$ cat src/rtl/ppg_defines.svh
// Register offsets, reset values and field positions for the port pair
`ifndef PPG_DEFINES_SVH
`define PPG_DEFINES_SVH
`define PPG_AREA_LAST 6'h3f
`define PPG_OFS_P0_LATCH 6'h00
`define PPG_OFS_P1_LATCH 6'h01
`define PPG_OFS_P0_PIN 6'h08
`define PPG_OFS_P1_DIR 6'h0d
`define PPG_OFS_EXT_IRQ_CTRL 6'h37
`define PPG_IRQ0_SEL_BIT 6
`define PPG_P0_LATCH_RST 8'hff
`define PPG_P1_LATCH_RST 8'h00
`define PPG_P1_DIR_RST 8'h00
`define PPG_EXT_IRQ_RST 8'h00
`endif

$ cat src/rtl/ppg_pkg.sv
// Types for the parallel port pair
package ppg_pkg;
  // CPU access phase within one bus cycle
  typedef enum logic [1:0] {
    PPG_IDLE = 2'b00,
    PPG_FIRST = 2'b01,
    PPG_SECOND = 2'b10
  } ppg_phase_t;
  // CPU request to the special function area
  typedef struct packed {
    logic rd;
    logic wr;
    logic [5:0] addr;
    logic [7:0] wdata;
  } ppg_req_t;
  // Whole state of the block
  typedef struct packed {
    ppg_phase_t phase;
    logic is_wr;
    logic [5:0] addr;
    logic [7:0] wdata;
    logic [7:0] p0_latch;
    logic [7:0] p1_latch;
    logic [7:0] p1_dir;
    logic [7:0] irq_ctrl;
    logic [7:0] rdata;
    logic rvalid;
    logic [7:0] p0_s1;
    logic [7:0] p0_s2;
    logic [7:0] p1_s1;
    logic [7:0] p1_s2;
  } ppg_state_t;
endpackage

$ cat src/rtl/ppg_port_pair.sv
// Two 8-bit general-purpose ports in the special function area
`timescale 1ns/1ps
`include "ppg_defines.svh"
////////////////////////////////////////////////////////////////////////////
////////////////////////////////////////////////////////////////////////////
module ppg_port_pair
  import ppg_pkg::*;
(
  input wire logic core_clk, // System clock, 25 MHz
  input wire logic sys_rst, // Synchronous reset, active high
  input wire ppg_req_t cpu_req, // One-cycle request from the CPU
  output logic [7:0] cpu_rdata, // Read data, registered
  output logic cpu_rvalid, // Read data valid pulse
  input wire logic [7:0] port0_pin_in, // Port0 pin levels
  output logic [7:0] port0_pin_out, // Port0 drive levels
  output logic [7:0] port0_pin_oe_n, // Port0 enables, low drives
  input wire logic [7:0] port1_pin_in, // Port1 pin levels
  output logic [7:0] port1_pin_out, // Port1 drive levels
  output logic [7:0] port1_pin_oe_n, // Port1 enables, low drives
  output logic ext_irq0_in, // Interrupt input from port0 bit zero
  output logic ext_irq0_pin_select // Bit zero function select
);
  ppg_state_t st; // Registered state
  ppg_state_t next_st; // Next state

  // Address decode shared by read and write paths
  function automatic logic hit(input logic [5:0] a, input logic [5:0] o);
    hit = (a == o);
  endfunction

  ////////////////////////////////////////////////////////////////////////
  // Next-state logic
  always_comb begin
    next_st = st;
    next_st.rvalid = 1'b0;
    // Two-flop synchroniser; first stage feeds only the second
    next_st.p0_s1 = port0_pin_in;
    next_st.p0_s2 = st.p0_s1;
    next_st.p1_s1 = port1_pin_in;
    next_st.p1_s2 = st.p1_s1;
    case (st.phase)
      PPG_IDLE: begin
        // Accept only inside the area; rd wins if both asserted
        // Requests while busy are dropped; the CPU spaces them out
        if ((cpu_req.rd || cpu_req.wr)
            && cpu_req.addr <= `PPG_AREA_LAST) begin
          next_st.phase = PPG_FIRST;
          next_st.is_wr = ~cpu_req.rd;
          next_st.addr = cpu_req.addr;
          next_st.wdata = cpu_req.wdata;
        end
      end
      PPG_FIRST: begin
        next_st.phase = PPG_SECOND;
        if (!st.is_wr) begin
          // Pins sampled now from the second synchroniser flop, nothing held afterwards
          next_st.rvalid = 1'b1;
          if (hit(st.addr, `PPG_OFS_P0_LATCH))
            next_st.rdata = st.p0_latch;
          else if (hit(st.addr, `PPG_OFS_P0_PIN))
            next_st.rdata = st.p0_s2;
          else if (hit(st.addr, `PPG_OFS_P1_LATCH))
            next_st.rdata = (st.p1_dir & st.p1_latch)
                          | (~st.p1_dir & st.p1_s2);
          else if (hit(st.addr, `PPG_OFS_P1_DIR))
            next_st.rdata = st.p1_dir;
          else if (hit(st.addr, `PPG_OFS_EXT_IRQ_CTRL))
            next_st.rdata = st.irq_ctrl;
          else
            next_st.rdata = 8'h00;
        end
      end
      PPG_SECOND: begin
        next_st.phase = PPG_IDLE;
        if (st.is_wr) begin
          // Whole byte lands, so bit ops on port1 copy its input pins in too
          if (hit(st.addr, `PPG_OFS_P0_LATCH))
            next_st.p0_latch = st.wdata;
          if (hit(st.addr, `PPG_OFS_P1_LATCH))
            next_st.p1_latch = st.wdata;
          if (hit(st.addr, `PPG_OFS_P1_DIR))
            next_st.p1_dir = st.wdata;
          if (hit(st.addr, `PPG_OFS_EXT_IRQ_CTRL))
            next_st.irq_ctrl = st.wdata;
          // Pin-input address is read-only: no effect here
        end
      end
      default: next_st.phase = PPG_IDLE;
    endcase
  end

  ////////////////////////////////////////////////////////////////////////
  // State register
  // Synchronous reset loads the power-up value of every latch
  always_ff @(posedge core_clk) begin
    if (sys_rst) begin
      st <= '0;
      st.phase <= PPG_IDLE;
      st.p0_latch <= `PPG_P0_LATCH_RST;
      st.p1_latch <= `PPG_P1_LATCH_RST;
      st.p1_dir <= `PPG_P1_DIR_RST;
      st.irq_ctrl <= `PPG_EXT_IRQ_RST;
    end else begin
      st <= next_st;
    end
  end

  ////////////////////////////////////////////////////////////////////////
  // Pin drive: port0 quasi-bidirectional, low pulls, one releases
  // Port0 has no direction register, so inputs need a one in the latch
  // Port1 drives only where its direction bit is one
  always_comb begin
    port0_pin_out = st.p0_latch;
    port0_pin_oe_n = st.p0_latch;
    // Interrupt function keeps bit zero as input
    if (st.irq_ctrl[`PPG_IRQ0_SEL_BIT])
      port0_pin_oe_n[0] = 1'b1;
    port1_pin_out = st.p1_latch;
    port1_pin_oe_n = ~st.p1_dir;
  end

  assign ext_irq0_pin_select = st.irq_ctrl[`PPG_IRQ0_SEL_BIT];
  assign ext_irq0_in = st.irq_ctrl[`PPG_IRQ0_SEL_BIT] & st.p0_s2[0];
  assign cpu_rdata = st.rdata;
  assign cpu_rvalid = st.rvalid;

  ////////////////////////////////////////////////////////////////////////
  // Checks
  a_p0_reset_ones: assert property (@(posedge core_clk)
    sys_rst |=> port0_pin_out == 8'hff)
    else $error("port0 latch not ones after reset");
  a_p1_reset_in: assert property (@(posedge core_clk)
    sys_rst |=> port1_pin_oe_n == 8'hff && port1_pin_out == 8'h00)
    else $error("port1 not input after reset");
  a_write_second: assert property (@(posedge core_clk)
    disable iff (sys_rst)
    (st.phase == PPG_IDLE && cpu_req.wr && !cpu_req.rd
     && cpu_req.addr == `PPG_OFS_P0_LATCH)
    |=> ##2 port0_pin_out == $past(cpu_req.wdata, 3))
    else $error("port0 write not driven in second state");
  a_read_first: assert property (@(posedge core_clk)
    disable iff (sys_rst)
    (st.phase == PPG_IDLE && cpu_req.rd) |=> ##1 cpu_rvalid)
    else $error("read answer not after first state");
  a_p0_pin_read: assert property (@(posedge core_clk)
    disable iff (sys_rst)
    (st.phase == PPG_FIRST && !st.is_wr && st.addr == `PPG_OFS_P0_PIN)
    |=> cpu_rdata == $past(st.p0_s2))
    else $error("pin input read mismatch");
  a_p1_mixed_read: assert property (@(posedge core_clk)
    disable iff (sys_rst)
    (st.phase == PPG_FIRST && !st.is_wr && st.addr == `PPG_OFS_P1_LATCH)
    |=> cpu_rdata == (($past(st.p1_dir) & $past(st.p1_latch))
                    | (~$past(st.p1_dir) & $past(st.p1_s2))))
    else $error("port1 read mix wrong");
  // Direction write lands in the second state, then steers the drivers
  a_dir_drive: assert property (@(posedge core_clk)
    disable iff (sys_rst)
    (st.phase == PPG_IDLE && cpu_req.wr && !cpu_req.rd
     && cpu_req.addr == `PPG_OFS_P1_DIR)
    |=> ##2 port1_pin_oe_n == ~$past(cpu_req.wdata, 3))
    else $error("port1 enable not from direction");
  a_irq_sel_in: assert property (@(posedge core_clk)
    disable iff (sys_rst) ext_irq0_pin_select |-> port0_pin_oe_n[0])
    else $error("bit zero driven in interrupt mode");
  // Anything outside the five decoded offsets reads as zero
  a_unmapped_zero: assert property (@(posedge core_clk)
    disable iff (sys_rst)
    (st.phase == PPG_FIRST && !st.is_wr
     && st.addr != `PPG_OFS_P0_LATCH && st.addr != `PPG_OFS_P1_LATCH
     && st.addr != `PPG_OFS_P0_PIN && st.addr != `PPG_OFS_P1_DIR
     && st.addr != `PPG_OFS_EXT_IRQ_CTRL)
    |=> cpu_rdata == 8'h00)
    else $error("unmapped read not zero");
  // Port0 latch read returns the latch as it stood in the first state
  a_p0_latch_read: assert property (@(posedge core_clk)
    disable iff (sys_rst)
    (st.phase == PPG_FIRST && !st.is_wr && st.addr == `PPG_OFS_P0_LATCH)
    |=> cpu_rdata == $past(port0_pin_out))
    else $error("port0 latch read mismatch");
  // Port1 latch takes any write, whatever the direction bits say
  a_p1_latch_write: assert property (@(posedge core_clk)
    disable iff (sys_rst)
    (st.phase == PPG_IDLE && cpu_req.wr && !cpu_req.rd
     && cpu_req.addr == `PPG_OFS_P1_LATCH)
    |=> ##2 port1_pin_out == $past(cpu_req.wdata, 3))
    else $error("port1 latch write lost");
  // A write to the pin-input address must leave both latches alone
  a_ro_write_ignored: assert property (@(posedge core_clk)
    disable iff (sys_rst)
    (st.phase == PPG_IDLE && cpu_req.wr && !cpu_req.rd
     && cpu_req.addr == `PPG_OFS_P0_PIN)
    |=> ##2 port0_pin_out == $past(port0_pin_out, 3)
        && port1_pin_out == $past(port1_pin_out, 3))
    else $error("read-only write changed a latch");
  // Valid is a single-cycle pulse; reads are spaced three cycles apart
  a_rvalid_pulse: assert property (@(posedge core_clk)
    disable iff (sys_rst) cpu_rvalid |=> !cpu_rvalid)
    else $error("read valid held too long");
  // Interrupt input follows the synchronised pin only while selected
  a_irq_follows_pin: assert property (@(posedge core_clk)
    disable iff (sys_rst)
    ext_irq0_in == (ext_irq0_pin_select & $past(port0_pin_in[0], 2)))
    else $error("interrupt input not from pin");
endmodule // ppg_port_pair

$ cat config.mk
export PLATFORM = sky130hd
export DESIGN_NAME = ppg_port_pair
export DESIGN_NICKNAME = d
export VERILOG_FILES = /design/src/rtl/ppg_pkg.sv /design/src/rtl/ppg_port_pair.sv
export VERILOG_INCLUDE_DIRS = /design/src /design/src/rtl
export SDC_FILE = /design/constraint.sdc
export NUM_CORES = 1
export LEC_CHECK = 0
export ABC_AREA = 1
export ABC_CLOCK_PERIOD_IN_PS = 2850
export BUFFER_PORTS_ARGS = -buffer_cell sky130_fd_sc_hd__buf_2
export CORE_MARGIN = 4
export CORE_UTILIZATION = 58
export DETAILED_ROUTE_END_ITERATION = 7
export HOLD_SLACK_MARGIN = 0.15
export PLACE_DENSITY = 0.83
export SLEW_MARGIN = 5
export SYNTH_ARGS = -nofsm -noshare
export SYNTH_HDL_FRONTEND = slang
export SYNTH_SLANG_ARGS = --single-unit
$ cat constraint.sdc
create_clock -name core_clk -period 2.85 [get_ports core_clk]
set_input_delay 0.57 -clock core_clk [delete_from_list [all_inputs] [get_ports core_clk]]
set_output_delay 0.57 -clock core_clk [all_outputs]
set_load 0.02 [all_outputs]
==> insert_results.sql <==
INSERT INTO impl_metrics (metric_group, metric, value, unit) VALUES
('worst_setup_path', 'timing.critical_path.slowest_cell_delay', '410', 'ps'),
('power', 'vdd.ir_drop.worst', '0.375', 'mV'),
('sta', 'report.final.hold_viol_count', '0', ''),
('grt', 'grt_use_total', '22.4', '%'),
('synth', 'syn-instance-count', '482', ''),
('place', 'place.gp.congestion', '0.930', ''),
('drt', 'count_of_vias_placed_by_the_detailed_router', '3101', ''),
('worst_setup_path', 'crit_slowest_cell', 'dfxtp_1', ''),
('sta', 'tns', '0', 'ps'),
('cells_and_area', 'final_design_area_no_fill', '0.00415', 'mm²'),
('drt', 'viasPerCell', '5.13', ''),
('power', 'power.net_switching', '0.000658', 'W'),
('floorplan', 'die-area', '0.00787', 'mm²'),
('worst_setup_path', 'worstPathCellList', 'inv_1 > nand2_1 > buf_2', ''),
('clock_network', 'cts_inserted_buffers', '9', ''),
('cells_and_area', 'num_antenna_cells', '0', ''),
('worst_setup_path', 'critical_path.top_delay_family', 'flip-flops', ''),
('clock_network', 'worst_setup_hold_path_clk_slew', '90', 'ps'),
('worst_setup_path', 'cp.buffers_inverters', '2', ''),
('drt', 'drt-initial-drc-count', '255', ''),
('sta', 'achievable-frequency', '612', 'MHz'),
('cells_and_area', 'post_route_cells_drive_above_1_share', '21.8', '%'),
('power', 'switching_share', '25.8', '%'),
('sta', 'layout_setup_ws', '1220', 'ps'),
('grt', 'first_pass_grt_wire_length', '13200', 'µm'),
('clock_network', 'worstSkewPairLatency', '360', 'ps'),
('synth', 'synth_nets', '516', ''),
('floorplan', 'std_cell_rows', '29', ''),
('grt', 'grt_antenna_before_repair', '0', ''),
('sta', 'worst_slew_pin_slew', '653', 'ps'),
('grt', 'grt_start_max_net_pins', '48', ''),
('cells_and_area', 'syn2layout_area_growth', '9.77', '%'),
('worst_setup_path', 'setup.worst_path.end_class', 'output pin', ''),
('floorplan', 'fp.coreArea', '0.00635', 'mm²'),
('grt', 'grt_pass1_vias', '2857', ''),
('cells_and_area', 'final.fill_count', '534', ''),
('clock_network', 'cts.sinks', '90', ''),
('synth', 'seq_total_area_yosys', '47.7', '%'),
('clock_network', 'cts_buffer_depth', '2', ''),
('power', 'internal_power', '0.00189', 'W'),
('synth', 'postSynthRegisterBits', '90', ''),
('sta', 'grt_setup_unrepaired', 'no', ''),
('clock_network', 'cts_resized', '0', ''),
('drt', 'drt-wirelength-per-cell', '13.6', 'µm'),
('synth', 'synth_cell_type_count', '26', ''),
('synth', 'yosysWarnings', '0', ''),
('place', 'place_hpwl', '5870', 'µm'),
('synth', 'synth_area', '0.00378', 'mm²'),
('drt', 'drt_wl_total', '8240', 'µm'),
('drt', 'drc', '0', ''),
('outcome', 'run_status', 'completed', ''),
('drt', 'drtPass1Iterations', '4', ''),
('floorplan', 'die_height', '88.7', 'µm'),
('sta', 'finalWorstPathRequiredPeriod', '1630', 'ps'),
('power', 'total_power', '0.00254', 'W'),
('clock_network', 'tritoncts', 'built', ''),
('worst_setup_path', 'critPathKind', 'reg2out', ''),
('place', 'place_area', '0.00393', 'mm²'),
('clock_network', 'h_tree_levels', '3', ''),
('place', 'place_worst_setup_slack', '1280', 'ps'),
('power', 'total_leakage_power', '1.89', 'nW'),
('worst_setup_path', 'endpoint_arrival_time_on_the_critical_path', '1060', 'ps'),
('clock_network', 'cts_hold_buf', '0', ''),
('place', 'port-buffer-count', '76', ''),
('cells_and_area', 'fin_nets', '558', ''),
('run', 'max-cap-violations', '0', ''),
('sta', 'fin_worst_skew', '7.71', 'ps'),
('drt', 'detail-route-antenna-nets', '0', ''),
('floorplan', 'initial_utilization', '59.5', '%'),
('worst_setup_path', 'worst-endpoint-required', '2280', 'ps'),
('worst_setup_path', 'path_max_fanout', '4', '');
[cell type report]
class | count | area (µm²) | area share [%]
Sequential cell | 90 | 1800 | 43.4
Multi-Input combinational cell | 276 | 1380 | 33.2
Timing Repair Buffer | 79 | 403 | 9.71
Inverter | 68 | 255 | 6.15
Clock buffer | 9 | 124 | 2.99
Tap cell | 77 | 96.3 | 2.32
Clock inverter | 6 | 91.3 | 2.20
[metal layers]
layer / vias to the layer above / share of wire, % / global-route usage [%]
met3: 28 / 6.8 / 4.56
met1: 1388 / 42 / 27.4
met2: 107 / 47 / 36.4
li1: 1578 / - / -
met4: 0 / 3.5 / 12.8
met5: - / 0 / 0
[through the flow]
stage                     std cells  utilization [%]
after CTS                       605             65.3
after global routing            605             65.3
after floorplan                 482                -
after global placement          590             62.0
after detailed placement        590             62.0
final                           605             65.3
[power by group through the flow]
stage,Clock (W),Sequential (W),Combinational [W]
finish,0.000932,0.00136,0.000248
global route,0.000998,0.00137,0.000279
CTS,0.000943,0.00136,0.000248
detailed placement,0,0.00139,0.000246
global placement,0,0.00139,0.000240
floorplan,0,0.00137,0.000196
[flip-flops by register name, indices dropped and copies added (netlist names)]
| signal | flops |
|---|---|
| st | 48 |
| next_st | 16 |
| cpu_rdata | 8 |
| port0_pin_out | 8 |
| port1_pin_out | 8 |
| cpu_rvalid | 1 |
| ext_irq0_pin_select | 1 |
[Yosys cell counts (all sizes together)]
master / count / area share, %
dfxtp: 90 / 48
nor2: 98 / 11
o21ai: 39 / 5.2
nand3: 29 / 4.8
nand4: 8 / 1.3
a21oi: 37 / 5.3
nand2: 47 / 4.7
clkbuf: 8 / 0.83
buf: 40 / 8.3
a21boi: 8 / 1.6
o211ai: 8 / 1.6
inv: 68 / 6.8
nor3: 2 / 0.56
[placed cells by master, fill, tap and decap left out, drive strengths merged, types with 9 or more instances in the layout]
cell / synthesis / final
nor2: 98 / 98
a21oi: 37 / 37
o21ai: 39 / 39
nand2: 47 / 47
dfxtp: 90 / 90
inv: 68 / 69
buf: 40 / 79
nand3: 29 / 29
clkbuf: 8 / 9
[worst register-to-register path: cells and delay by family (launching register included)]
kind | cells | cell delay, ps
AND/OR/NAND/NOR | 5 | 1010
flip-flops | 1 | 390
buffers and inverters | 1 | 110
[kinds of logic (layout without fill, tap and decap cells)]
kind of cell	after synthesis	count (layout)	share of synthesized area, %
AO/OA/AOI/OAI	92	92	13.6
buffers and inverters	116	162	15.9
flip-flops	90	90	47.7
AND/OR/NAND/NOR	184	184	22.8
[worst paths after layout]
kind | from | to | slack (ps) | cells past startpoint
worst max-delay path | ext_irq0_pin_select | port0_pin_oe_n[0] | 1220 | 3
worst min-delay path | cpu_req[15] | st[87] | 390 | 2
worst max register to register | st[86] | port1_pin_out[7] | 1240 | 6
worst min register to register | next_st[1] | st[1] | 400 | 2
No activity file was read; power rests on OpenSTA's default activity.
